===== config.mk =====
export PLATFORM = sky130hd
export DESIGN_NAME = ttc_timer
export DESIGN_NICKNAME = d
export VERILOG_FILES = /design/src/hw/ttc_pkg.sv /design/src/hw/ttc_prescale.sv /design/src/hw/ttc_edge.sv /design/src/hw/ttc_timer.sv
export SDC_FILE = /design/constraint.sdc
export NUM_CORES = 1
export LEC_CHECK = 0
export BUFFER_PORTS_ARGS = -buffer_cell sky130_fd_sc_hd__buf_2
export CAP_MARGIN = 0
export CORE_MARGIN = 2
export CORE_UTILIZATION = 52
export DETAILED_ROUTE_END_ITERATION = 10
export HOLD_SLACK_MARGIN = 0.05
export PLACE_DENSITY = 0.8
export SETUP_SLACK_MARGIN = 0.3
export SLEW_MARGIN = 30
export SYNTH_ARGS = -nofsm -noshare
export SYNTH_HDL_FRONTEND = slang
export SYNTH_SLANG_ARGS = --single-unit

===== constraint.sdc =====
create_clock -name MCLK -period 2.3 [get_ports MCLK]
set_input_delay 0.23 -clock MCLK [delete_from_list [all_inputs] [get_ports MCLK]]
set_output_delay 0.23 -clock MCLK [all_outputs]
set_load 0.03 [all_outputs]

===== src/hw/ttc_pkg.sv =====
package ttc_pkg;

    // ------------------------------------------------------------
    // Register map (byte addresses, one word each)
    // ------------------------------------------------------------
    localparam logic [7:0] CTRL_OFS = 8'h00;
    localparam logic [7:0] LOW_OFS = 8'h04;
    localparam logic [7:0] HIGH_OFS = 8'h08;
    localparam logic [7:0] IRQ_OFS = 8'h0c;

    // ------------------------------------------------------------
    // Field positions and reset values
    // ------------------------------------------------------------
    localparam int IRQ_FLAG_BIT = 0;
    localparam int IRQ_EN_BIT = 1;
    localparam logic [15:0] COUNT_MAX = 16'hffff;
    localparam logic [15:0] COUNT_ZERO = 16'h0000;
    localparam logic [7:0] BYTE_ZERO = 8'h00;
    localparam logic [31:0] WORD_ZERO = 32'h0000_0000;

    // ------------------------------------------------------------
    // Timing: instruction cycle is the system clock divided by four
    // ------------------------------------------------------------
    localparam logic [1:0] INSTR_DIV_SEL = 2'h2;

    // Control register layout, bit 7 down to bit 0
    typedef struct packed {
        logic wide_access_mode;
        logic sysclk_from_osc_status;
        logic [1:0] prescale_select;
        logic osc_enable;
        logic ext_sync_disable;
        logic clock_source_select;
        logic count_run;
    } ttc_ctrl_s;

    localparam ttc_ctrl_s CTRL_RESET = '{default: 1'b0};

    // Operating modes, one-hot
    typedef enum logic [2:0] {
        MODE_TIMER = 3'h1,
        MODE_SYNC_CNT = 3'h2,
        MODE_ASYNC_CNT = 3'h4
    } ttc_mode_e;

endpackage : ttc_pkg


===== src/hw/ttc_prescale.sv =====
`timescale 1ns/1ps
`default_nettype none

// Divides a tick stream by 1, 2, 4 or 8; cleared counts restart the ratio
module ttc_prescale #(
    parameter int CNT_W = 3
) (
    // Clock and reset
    input wire logic clk,
    input wire logic rst_n,
    // Control
    input wire logic clr,
    input wire logic [1:0] sel,
    // Ticks
    input wire logic tick_in,
    output logic tick_out
);

    // ------------------------------------------------------------
    // Body
    // ------------------------------------------------------------
    // Refused at elaboration: the mask logic only serves ratios up to 1:8
    if (CNT_W != 3) begin : g_bad_cnt_w
        $error("ttc_prescale: CNT_W must be 3 for 1:8");
    end

    logic [CNT_W-1:0] cnt_reg;
    logic [CNT_W-1:0] mask;

    // Mask of low bits that must all be set before a tick passes
    always_comb begin
        mask = CNT_W'((4'h1 << sel) - 4'h1);
    end

    assign tick_out = tick_in && ((cnt_reg & mask) == mask);

    // Free counter of input ticks; clear wins so a write restarts cleanly
    always_ff @(posedge clk or negedge rst_n) begin
        if (!rst_n) begin
            cnt_reg <= '0;
        end else if (clr) begin
            cnt_reg <= '0;
        end else if (tick_in) begin
            cnt_reg <= cnt_reg + CNT_W'(1);
        end
    end

endmodule : ttc_prescale

`default_nettype wire


===== src/hw/ttc_edge.sv =====
`timescale 1ns/1ps
`default_nettype none

// Rising edge finder with an optional two-stage synchroniser in front
module ttc_edge (
    // Clock and reset
    input wire logic clk,
    input wire logic rst_n,
    // Source and mode
    input wire logic pin,
    input wire logic bypass_sync,
    // Result
    output logic rise
);

    // ------------------------------------------------------------
    // Body
    // ------------------------------------------------------------
    logic s1_reg;
    logic s2_reg;
    logic s3_reg;
    logic raw_d_reg;

    // Synchronised path; the first stage feeds only the second
    always_ff @(posedge clk or negedge rst_n) begin
        if (!rst_n) begin
            s1_reg <= 1'b0;
            s2_reg <= 1'b0;
            s3_reg <= 1'b0;
            raw_d_reg <= 1'b0;
        end else begin
            s1_reg <= pin;
            s2_reg <= s1_reg;
            s3_reg <= s2_reg;
            raw_d_reg <= pin;
        end
    end

    // Bypass trades metastability margin for two cycles less latency
    assign rise = bypass_sync ? (pin && !raw_d_reg) : (s2_reg && !s3_reg);

endmodule : ttc_edge

`default_nettype wire


===== src/hw/ttc_timer.sv =====
`timescale 1ns/1ps
`default_nettype none

module ttc_timer #(
    parameter int COUNT_W = 16
) (
    // Clock and reset
    input wire logic MCLK,
    input wire logic RST_N,
    // APB slave
    input wire logic PSEL,
    input wire logic PENABLE,
    input wire logic PWRITE,
    input wire logic [7:0] PADDR,
    input wire logic [31:0] PWDATA,
    output logic [31:0] PRDATA,
    output logic PREADY,
    output logic PSLVERR,
    // Count sources
    input wire logic EXT_COUNT_CLOCK_PIN,
    input wire logic OSC_CLOCK,
    input wire logic COMPARE_UNIT_TRIGGER,
    input wire logic SYSCLK_FROM_OSC,
    // Oscillator pin control
    input wire logic OSC_IN_PIN,
    input wire logic OSC_OUT_PIN,
    input wire logic [1:0] OSC_PIN_DIRECTION_BITS,
    output logic OSC_ENABLE,
    output logic [1:0] OSC_PIN_INPUT_MODE,
    output logic [1:0] OSC_PIN_PORT_READ,
    // Overflow event
    output logic OVERFLOW_IRQ
);

    // ------------------------------------------------------------
    // Parameter check
    // ------------------------------------------------------------
    // Refused at elaboration: the byte map assumes exactly two bytes
    if (COUNT_W != 16) begin : g_bad_count_w
        $error("ttc_timer: COUNT_W must be 16, two byte registers");
    end

    // ------------------------------------------------------------
    // State
    // ------------------------------------------------------------
    ttc_pkg::ttc_ctrl_s ctrl_reg;
    logic [COUNT_W-1:0] count_reg;
    logic [7:0] high_buf_reg;
    logic overflow_flag_reg;
    logic overflow_irq_enable_reg;
    logic [31:0] prdata_reg;
    logic pslverr_reg;

    // ------------------------------------------------------------
    // Bus decode
    // ------------------------------------------------------------
    logic setup_ph;
    logic access_ph;
    logic wr_ctrl;
    logic wr_low;
    logic wr_high;
    logic wr_irq;
    logic rd_low;
    logic mapped;

    assign setup_ph = PSEL && !PENABLE;
    assign access_ph = PSEL && PENABLE;

    // Zero wait states: data was captured in the setup cycle
    assign PREADY = 1'b1;
    assign PRDATA = prdata_reg;
    assign PSLVERR = pslverr_reg;

    assign mapped = (PADDR == ttc_pkg::CTRL_OFS) || (PADDR == ttc_pkg::LOW_OFS)
        || (PADDR == ttc_pkg::HIGH_OFS) || (PADDR == ttc_pkg::IRQ_OFS);
    assign wr_ctrl = access_ph && PWRITE && (PADDR == ttc_pkg::CTRL_OFS);
    assign wr_low = access_ph && PWRITE && (PADDR == ttc_pkg::LOW_OFS);
    assign wr_high = access_ph && PWRITE && (PADDR == ttc_pkg::HIGH_OFS);
    assign wr_irq = access_ph && PWRITE && (PADDR == ttc_pkg::IRQ_OFS);
    // Same edge as the low byte capture, so a carry cannot tear the pair
    assign rd_low = setup_ph && !PWRITE && (PADDR == ttc_pkg::LOW_OFS);

    // ------------------------------------------------------------
    // Mode and count clock
    // ------------------------------------------------------------
    ttc_pkg::ttc_mode_e mode;
    logic ext_source;
    logic ext_rise;
    logic instr_tick;
    logic src_tick;
    logic count_tick;
    logic presc_clr;

    // Mode from source select and sync bit; sync bit ignored when internal
    always_comb begin
        if (!ctrl_reg.clock_source_select) begin
            mode = ttc_pkg::MODE_TIMER;
        end else if (ctrl_reg.ext_sync_disable) begin
            mode = ttc_pkg::MODE_ASYNC_CNT;
        end else begin
            mode = ttc_pkg::MODE_SYNC_CNT;
        end
    end

    // Oscillator output replaces the pin when the oscillator is on
    assign ext_source = ctrl_reg.osc_enable ? OSC_CLOCK : EXT_COUNT_CLOCK_PIN;

    ttc_edge u_edge (
        .clk(MCLK),
        .rst_n(RST_N),
        .pin(ext_source),
        .bypass_sync(mode == ttc_pkg::MODE_ASYNC_CNT),
        .rise(ext_rise)
    );

    // Instruction cycle tick: a fixed 1:4 instance of the prescaler
    ttc_prescale u_instr_div (
        .clk(MCLK),
        .rst_n(RST_N),
        .clr(1'b0),
        .sel(ttc_pkg::INSTR_DIV_SEL),
        .tick_in(1'b1),
        .tick_out(instr_tick)
    );

    always_comb begin
        case (mode)
            ttc_pkg::MODE_TIMER: src_tick = instr_tick;
            ttc_pkg::MODE_SYNC_CNT: src_tick = ext_rise;
            ttc_pkg::MODE_ASYNC_CNT: src_tick = ext_rise;
            default: src_tick = 1'b0;
        endcase
    end

    // Only low-byte writes restart the prescaler, in either access mode
    assign presc_clr = wr_low;

    ttc_prescale u_presc (
        .clk(MCLK),
        .rst_n(RST_N),
        .clr(presc_clr),
        .sel(ctrl_reg.prescale_select),
        .tick_in(src_tick && ctrl_reg.count_run),
        .tick_out(count_tick)
    );

    // ------------------------------------------------------------
    // Control register
    // ------------------------------------------------------------
    // Status bit is never stored; it is read live from the clock switch
    always_ff @(posedge MCLK or negedge RST_N) begin
        if (!RST_N) begin
            ctrl_reg <= ttc_pkg::CTRL_RESET;
        end else if (wr_ctrl) begin
            ctrl_reg <= PWDATA[7:0];
            ctrl_reg.sysclk_from_osc_status <= 1'b0;
        end
    end

    // ------------------------------------------------------------
    // Counter and high-byte buffer
    // ------------------------------------------------------------
    logic any_count_write;
    logic overflow_evt;

    assign any_count_write = wr_low || (wr_high && !ctrl_reg.wide_access_mode);

    // Writes beat the compare reset, which beats counting
    always_ff @(posedge MCLK or negedge RST_N) begin
        if (!RST_N) begin
            count_reg <= ttc_pkg::COUNT_ZERO;
        end else if (wr_low && ctrl_reg.wide_access_mode) begin
            count_reg <= {high_buf_reg, PWDATA[7:0]};
        end else if (wr_low) begin
            count_reg <= {count_reg[15:8], PWDATA[7:0]};
        end else if (wr_high && !ctrl_reg.wide_access_mode) begin
            count_reg <= {PWDATA[7:0], count_reg[7:0]};
        end else if (COMPARE_UNIT_TRIGGER) begin
            count_reg <= ttc_pkg::COUNT_ZERO;
        end else if (count_tick) begin
            count_reg <= count_reg + 16'h0001;
        end
    end

    // In wide mode the buffer snapshots the live high byte on low reads and takes high writes
    always_ff @(posedge MCLK or negedge RST_N) begin
        if (!RST_N) begin
            high_buf_reg <= ttc_pkg::BYTE_ZERO;
        end else if (wr_high && ctrl_reg.wide_access_mode) begin
            high_buf_reg <= PWDATA[7:0];
        end else if (rd_low && ctrl_reg.wide_access_mode) begin
            high_buf_reg <= count_reg[15:8];
        end
    end

    // ------------------------------------------------------------
    // Overflow flag
    // ------------------------------------------------------------
    // A write or compare reset in the same cycle preempts the wrap
    assign overflow_evt = count_tick && (count_reg == ttc_pkg::COUNT_MAX)
        && !any_count_write && !COMPARE_UNIT_TRIGGER;

    // Set wins over the write-one-to-clear
    always_ff @(posedge MCLK or negedge RST_N) begin
        if (!RST_N) begin
            overflow_flag_reg <= 1'b0;
        end else if (overflow_evt) begin
            overflow_flag_reg <= 1'b1;
        end else if (wr_irq && PWDATA[ttc_pkg::IRQ_FLAG_BIT]) begin
            overflow_flag_reg <= 1'b0;
        end
    end

    always_ff @(posedge MCLK or negedge RST_N) begin
        if (!RST_N) begin
            overflow_irq_enable_reg <= 1'b0;
        end else if (wr_irq) begin
            overflow_irq_enable_reg <= PWDATA[ttc_pkg::IRQ_EN_BIT];
        end
    end

    assign OVERFLOW_IRQ = overflow_flag_reg && overflow_irq_enable_reg;

    // ------------------------------------------------------------
    // Oscillator and pin control
    // ------------------------------------------------------------
    // Enable follows the bit only; no power mode input can stop it
    assign OSC_ENABLE = ctrl_reg.osc_enable;

    // Pins become inputs and read as zero while the oscillator owns them
    assign OSC_PIN_INPUT_MODE = ctrl_reg.osc_enable ? 2'h3 : OSC_PIN_DIRECTION_BITS;
    assign OSC_PIN_PORT_READ = ctrl_reg.osc_enable ? 2'h0 : {OSC_IN_PIN, OSC_OUT_PIN};

    // ------------------------------------------------------------
    // Read data, captured in the setup cycle
    // ------------------------------------------------------------
    logic [31:0] rd_word;
    ttc_pkg::ttc_ctrl_s ctrl_view;

    always_comb begin
        ctrl_view = ctrl_reg;
        ctrl_view.sysclk_from_osc_status = SYSCLK_FROM_OSC;
        rd_word = ttc_pkg::WORD_ZERO;
        case (PADDR)
            ttc_pkg::CTRL_OFS: rd_word[7:0] = ctrl_view;
            ttc_pkg::LOW_OFS: rd_word[7:0] = count_reg[7:0];
            ttc_pkg::HIGH_OFS: begin
                // Wide mode reads the snapshot, byte mode the live byte
                rd_word[7:0] = ctrl_reg.wide_access_mode ? high_buf_reg
                    : count_reg[15:8];
            end
            ttc_pkg::IRQ_OFS: begin
                rd_word[ttc_pkg::IRQ_FLAG_BIT] = overflow_flag_reg;
                rd_word[ttc_pkg::IRQ_EN_BIT] = overflow_irq_enable_reg;
            end
            default: rd_word = ttc_pkg::WORD_ZERO;
        endcase
    end

    always_ff @(posedge MCLK or negedge RST_N) begin
        if (!RST_N) begin
            prdata_reg <= ttc_pkg::WORD_ZERO;
            pslverr_reg <= 1'b0;
        end else if (setup_ph) begin
            prdata_reg <= PWRITE ? ttc_pkg::WORD_ZERO : rd_word;
            pslverr_reg <= !mapped;
        end
    end

endmodule : ttc_timer

`default_nettype wire


==> impl_results.md, run 1 <==
- Max-slew headroom: ~45%
- Peak VDD IR: slightly above 0.3 mV
- Final Slew Violations: 0
- Die area: between 0.006 and 0.007 sq mm
- Worst-path clk slew: 0.09 ns
- Yosys top cell area share: approximately two fifths
- Clock Power Share: 39.1%
- Reg2Reg Depth: 7
- Vert. Die Dim: about 82 um
- Largest net degree at the start of global routing: 39
- Final setup fails: 0
- Vias: between 2k and 3k
- Power per cell area: between 500 and 600 mW/mm^2
- H-tree levels: 2
- Synth Instances: 324
- Worst hold endpoint: u_edge.s1_reg$_DFF_PN0_
- Crit path arrival time: around 2.2 ns
- Critical path startpoint: ctrl_reg[2]$_DFFE_PN0P_
- Row count: 28
- RSZ-0062 raised after global routing: true
- Post-synth cell types: 66
- Syn Area/Cell: just under 10 sq um
- Hold_sp: EXT_COUNT_CLOCK_PIN
- Final period utilization: roughly 87%
- First-pass GRT wire length: 12300 um
- Register area share after synthesis: about two fifths
- Async S/R FF share, synth: 100%
- Switch Pwr: just under 0.0005 W
- Share of layout cells above drive strength 1: roughly 27%
- Fin crit period: around 2 ns
- Combinational Power Share: between 10% and 20%
- Sw frac: 26.1%
- Fin Clk Skew: ~0.0052 ns
- Num ports: 93
- Diodes inserted: 0
- Max reg flops: 16
- Clock Sinks: 50
- Final #Nets: 438
- Crit. End Element: flop
- DP HPWL: between 5000 and 6000 um
- Number of global-route vias before repair: about 2.5k
- Initial antenna violation count: 0
- # DRC: 0
- Num CTS Buffers: 5
- Clk_lat worst skew: between 0.3 and 0.4 ns
- TritonCTS clock tree: done
- Placer Congestion: a little over 0.9
- Lkg Pwr: about 1.8 nW
- CP Class: reg -> reg
- Count leader, synth: dfrtp_1
- Yosys synthesis warning count: 0
- Final Hold Vio Count: 0
- Vias per cell: just over 6
- Hold Crit Class: in -> reg
- Post-synth EDFFs: 0
- Placement Setup Slack: about 0.29 ns
- Tot GR Track Use: around a quarter
- Least-Margin Pin Slew: ~0.83 ns
- Critical Path RT: approximately 2.5 ns
- PortBufs: 43
- Largest fanout on the critical path: 6
- First-pass iteration count of the detailed router: 7
- Peak Freq: between 0.5 and 0.6 GHz
- DIE WIDTH: slightly above 80 um
- R2R setup slack: roughly 0.30 ns
- Mapped cell area: 0.00316 sq mm
- ANT nets after route: 0
- Core Footprint: ~0.006 sq mm
- Worst Hold Depth: 3
- Final worst slack: about 0.3 ns
- Clock root cell: clkbuf_8
- Synth-to-Final Area Change: 16.4%
- GRT Residual Overflow: 0
- Final WL: a little over 8000 um
- Reg power frac: 47.9%
- Per-cell routed wire length: ~18 um
- Starting Density: 53.7%
- Setup TNS: 0 ns
- Crit start category: flop
- Worst reg2reg path startpoint: ctrl_reg[2]$_DFFE_PN0P_
- DRT iter0 DRCs: 287
- Max-Cap Viols: 0
- Post-synth top cells: dfrtp_1 (50), buf_4 (26), nor2_1 (22), nand2_1 (21), mux2i_1 (18)
- Run status: finished, final reports clean
- Worst r2r dst: count_reg[0]$_DFFE_PN0P_
- Power Internal: roughly 0.0014 W
- #FFs+latches synth: 50
- CTS max path bufs: 2
- Top_reg_cell synth: dfrtp_1
- Largest area contributor in the netlist: dfrtp_1
- Synth top area cells: dfrtp_1 (40%), buf_4 (6.2%), mux2i_1 (5.7%)
[stage by stage]
step,cell area (sq um),hold slack (ns),total power (W),util (%),cells
floorplan,3250,-0.0656,0.00111,-,347
global placement,3420,0.352,0.00116,58.0,440
detailed placement,3420,0.365,0.00117,58.0,440
CTS,3600,0.178,0.00190,61.2,454
global route,3680,0.183,0.00197,62.5,458
finish,3680,0.175,0.00190,62.5,458
[cell usage in the layout, fill, tap and decap left out, types with 9 or more instances in the layout]
| cell type | instances |
|---|---|
| conb_1 | 25 |
| dfrtp_1 | 47 |
| nand2_1 | 21 |
| buf_2 | 43 |
| nor2_1 | 22 |
| mux2i_1 | 18 |
| a21oi_1 | 17 |
| o22ai_1 | 9 |
| inv_1 | 9 |
| buf_4 | 24 |
[layer usage]
metal | GRT usage, % | routed length, um | share of wire [%] | vias up
met3 | 5.05 | 748 | 9.2 | 26
met2 | 39.6 | 3720 | 46 | 192
met4 | 8.17 | 274 | 3.4 | 0
met1 | 32.3 | 3350 | 41 | 1357
met5 | 0 | 0 | 0 | -
li1 | - | - | - | 1260
[repair_timing]
item / CTS / global route
hold buffers: 1 / 0
endpoints found under the setup margin: 5 / 13
pin swaps: 0 / 2
buffers inserted: 5 / 4
endpoints found under the hold margin: 25 / 0
gates resized for setup: 2 / 11
[how the worst max path moves through the flow]
stage / endpoint / cells after the start
6_report: count_reg[0]$_DFFE_PN0P_ / 7
2_1_floorplan: count_reg[6]$_DFFE_PN0P_ / 7
3_5_place_dp: count_reg[0]$_DFFE_PN0P_ / 7
3_3_place_gp: count_reg[6]$_DFFE_PN0P_ / 7
5_1_grt: count_reg[0]$_DFFE_PN0P_ / 7
4_1_cts: count_reg[0]$_DFFE_PN0P_ / 9
[worst max-delay path, stage by stage, from the launching register on]
cell and delay [ns]:
dfrtp_1 0.38, or3b_1 0.37, o311a_1 0.18, a211oi_2 0.17, buf_4 0.19, nor2_4 0.05, o21a_4 0.21, a221o_1 0.33
[cell type report]
| cell class | count | area (sq um) |
|---|---|---|
| inverter | 9 | 33.8 |
| fill | 487 | 2210 |
| multi-input combinational | 248 | 1750 |
| clock inverter | 3 | 68.8 |
| sequential | 50 | 1250 |
| timing repair buffer | 68 | 405 |
| clock buffer | 5 | 68.8 |
| tap | 75 | 93.8 |
[power by group through the flow]
| stage | Combinational, W | Clock [W] | Sequential, W |
|---|---|---|---|
| after detailed placement | 0.000237 | 0 | 0.000928 |
| after CTS | 0.000241 | 0.000748 | 0.000910 |
| after global routing | 0.000268 | 0.000789 | 0.000914 |
| after floorplan | 0.000188 | 0 | 0.000926 |
| after global placement | 0.000233 | 0 | 0.000927 |
| final | 0.000248 | 0.000743 | 0.000911 |
[cells by family (layout without fill, tap and decap cells)]
kind of cell | count (synthesis) | in the layout | synth area share [%]
other | 2 | 25 | 0.238
AND/OR/NAND/NOR | 95 | 95 | 17.2
buffers and inverters | 49 | 85 | 9.07
adder cells (fa/ha/maj) | 3 | 3 | 1.19
multiplexers | 30 | 30 | 10.7
XOR/XNOR | 10 | 10 | 2.77
AO/OA/AOI/OAI | 85 | 85 | 19.2
flip-flops | 50 | 50 | 39.6
Note: power is estimated with default switching activity, not from simulation.
==> run 2, diff against run 1 <==
--- a/config.mk
+++ b/config.mk
@@ -11,7 +11,7 @@
 export CORE_UTILIZATION = 52
 export DETAILED_ROUTE_END_ITERATION = 10
 export HOLD_SLACK_MARGIN = 0.05
-export PLACE_DENSITY = 0.8
+export PLACE_DENSITY = 0.88
 export SETUP_SLACK_MARGIN = 0.3
 export SLEW_MARGIN = 30
 export SYNTH_ARGS = -nofsm -noshare
==> constraint.sdc (replaced) <==
create_clock -name MCLK -period 2.3 [get_ports MCLK]
set_input_delay 0.345 -clock MCLK [delete_from_list [all_inputs] [get_ports MCLK]]
set_output_delay 0.345 -clock MCLK [all_outputs]
set_load 0.03 [all_outputs]
==> impl_results.md, run 2 (synthesis gave the netlist of run 1 again) <==
- Num ports: 93 (unchanged)
- Critical Path RT: 2.48 ns (was 2.50 ns)
- CTS max path bufs: 2 (unchanged)
- Layout fillers: 442 (was 487)
- Max reg flops: 16 (unchanged)
- GRT Residual Overflow: 0 (unchanged)
- Final #Nets: 440 (was 438)
- Placed inst area: 0.00343 sq mm (was 0.00342 sq mm)
- Final Slew Violations: 0 (unchanged)
- # DRC: 0 (unchanged)
- Clock Sinks: 50 (unchanged)
- Final Hold Vio Count: 0 (unchanged)
- Fin crit period: 2.13 ns (was 2.00 ns)
- Per-cell routed wire length: 18.7 um (was 17.7 um)
- Final period utilization: 92.7% (was 86.9%)
- Largest net degree at the start of global routing: 31 (was 39)
- Num CTS Buffers: 5 (unchanged)
- Peak Freq: 0.469 GHz (was 0.500 GHz)
- Max-Cap Viols: 0 (unchanged)
- First-pass GRT wire length: 12700 um (was 12300 um)
- Least-Margin Pin Slew: 0.672 ns (was 0.828 ns)
- DIE WIDTH: 81.9 um (unchanged)
- Peak VDD IR: 0.272 mV (was 0.304 mV)
- Most common cell after layout, fill and taps aside: dfrtp_1 (unchanged)
- Tot GR Track Use: 25.4% (was 24.3%)
- Core Footprint: 0.00589 sq mm (unchanged)
- PortBufs: 43 (unchanged)
- Run status: finished, final reports clean (unchanged)
- FF+latch area: 0.00125 sq mm (about the same)
- Vert. Die Dim: 81.9 um (unchanged)
- RSZ-0062 raised after global routing: true (unchanged)
- Hold Crit Class: in -> async (was in -> reg)
- Starting Density: 53.7% (unchanged)
- Most frequent cells in the layout: dfrtp_1 (48), buf_2 (44), conb_1 (25), buf_4 (23), nor2_1 (22) (was dfrtp_1 (47), buf_2 (43), conb_1 (25), buf_4 (24), nor2_1 (22))
- Die area: 0.00671 sq mm (unchanged)
- Fin Clk Skew: 0.0116 ns (was 0.00525 ns)
- H-tree levels: 2 (unchanged)
- Vias per cell: 6.26 (was 6.19)
- Power per cell area: 493 mW/mm^2 (was 517 mW/mm^2)
- Crit path arrival time: 2.31 ns (was 2.19 ns)
- Max-slew headroom: 55.2% (was 44.8%)
- DRT iter0 DRCs: 464 (was 287)
- Largest fanout on the critical path: 8 (was 6)
- DP HPWL: 5790 um (was 5720 um)
- TritonCTS clock tree: done (unchanged)
- Post-CTS Hold Buffers: 0 (was 1)
- Final WL: 8590 um (was 8090 um)
- Crit start category: flop (unchanged)
- Fin area: 0.00371 sq mm (was 0.00368 sq mm)
- Multi-input logic area: 0.00177 sq mm (was 0.00175 sq mm)
- Diodes inserted: 0 (unchanged)
- Vias: 2880 (was 2835)
- Lkg Pwr: 1.75 nW (about the same)
- Setup TNS: 0 ns (unchanged)
- Clk_lat worst skew: 0.32 ns (was 0.31 ns)
- Placed cell count: 440 (unchanged)
- Placer Congestion: 0.927 (was 0.933)
- Worst-path clk slew: 0.10 ns (was 0.09 ns)
- CP Class: reg -> reg (unchanged)
- Number of global-route vias before repair: 2623 (was 2510)
- Synth-to-Final Area Change: 17.3% (was 16.4%)
- First-pass iteration count of the detailed router: 6 (was 7)
- Row count: 28 (unchanged)
- Reg2Reg Depth: 6 (was 7)
- ANT nets after route: 0 (unchanged)
- Share of layout cells above drive strength 1: 28.1% (was 27.4%)
- Final cell count without fillers: 460 (was 458)
- Clock root cell: clkbuf_8 (unchanged)
- Crit. End Element: flop (unchanged)
- Final setup fails: 0 (unchanged)
- Initial antenna violation count: 0 (unchanged)
[run 2: layout make-up]
| class | instances | area share, % |
|---|---|---|
| Multi-Input combinational cell | 248 | 47.9 |
| Sequential cell | 50 | 33.8 |
| Timing Repair Buffer | 70 | 11.7 |
| Tap cell | 75 | 2.53 |
| Clock buffer | 5 | 1.86 |
| Clock inverter | 3 | 1.28 |
| Inverter | 9 | 0.911 |
[run 2: path summary, 6_finish.rpt]
kind,from,endpoint,slack [ns]
min in group MCLK,EXT_COUNT_CLOCK_PIN,u_edge.s1_reg$_DFF_PN0_,0.25
worst max register to register,count_reg[3]$_DFFE_PN0P_,count_reg[9]$_DFFE_PN0P_,0.17
max in group asynchronous,RST_N,count_reg[3]$_DFFE_PN0P_,1.52
worst min register to register,u_edge.s2_reg$_DFF_PN0_,u_edge.s3_reg$_DFF_PN0_,0.39
worst max-delay path,count_reg[3]$_DFFE_PN0P_,count_reg[9]$_DFFE_PN0P_,0.17
worst min-delay path,RST_N,ctrl_reg[0]$_DFFE_PN0P_,0.04
[run 2: critical path: stages, from the launching register on]
cell	delay, ns
dfrtp_2	0.49
and4_1	0.30
nand4_1	0.24
buf_4	0.22
xnor2_1	0.12
a222oi_1	0.45
a21oi_1	0.17
[run 2: report_power, final]
group | internal [W] | switching, W
combinational | 0.0000782 | 0.000179
sequential | 0.000894 | 0.0000179
clock | 0.000330 | 0.000329
total | 0.00130 | 0.000525
[run 2: metrics by stage]
stage          power, W  util [%]  worst slack, ns  hold slack (ns)
2_1_floorplan   0.00111         -            0.337           0.0494
3_3_place_gp    0.00116      58.2            0.256            0.350
3_5_place_dp    0.00117      58.2            0.209            0.367
4_1_cts         0.00181      61.2            0.180           0.0714
5_1_grt         0.00188      63.0            0.121           0.0943
6_report        0.00183      63.0            0.167           0.0424
[run 2: repair_timing]
item / CTS / global route
gates resized for setup: 3 / 15
endpoints found under the hold margin: 0 / 0
setup endpoints to repair: 10 / 17
buffers inserted: 5 / 6
pin swaps: 3 / 3
cloned: 1 / 0
[run 2: layer usage]
layer	global-route usage (%)	wire, um	part of all wire [%]
met1	33.0	3350	39
met3	5.05	924	11
met2	40.1	3880	45
met5	0	0	0
met4	13.0	443	5.2
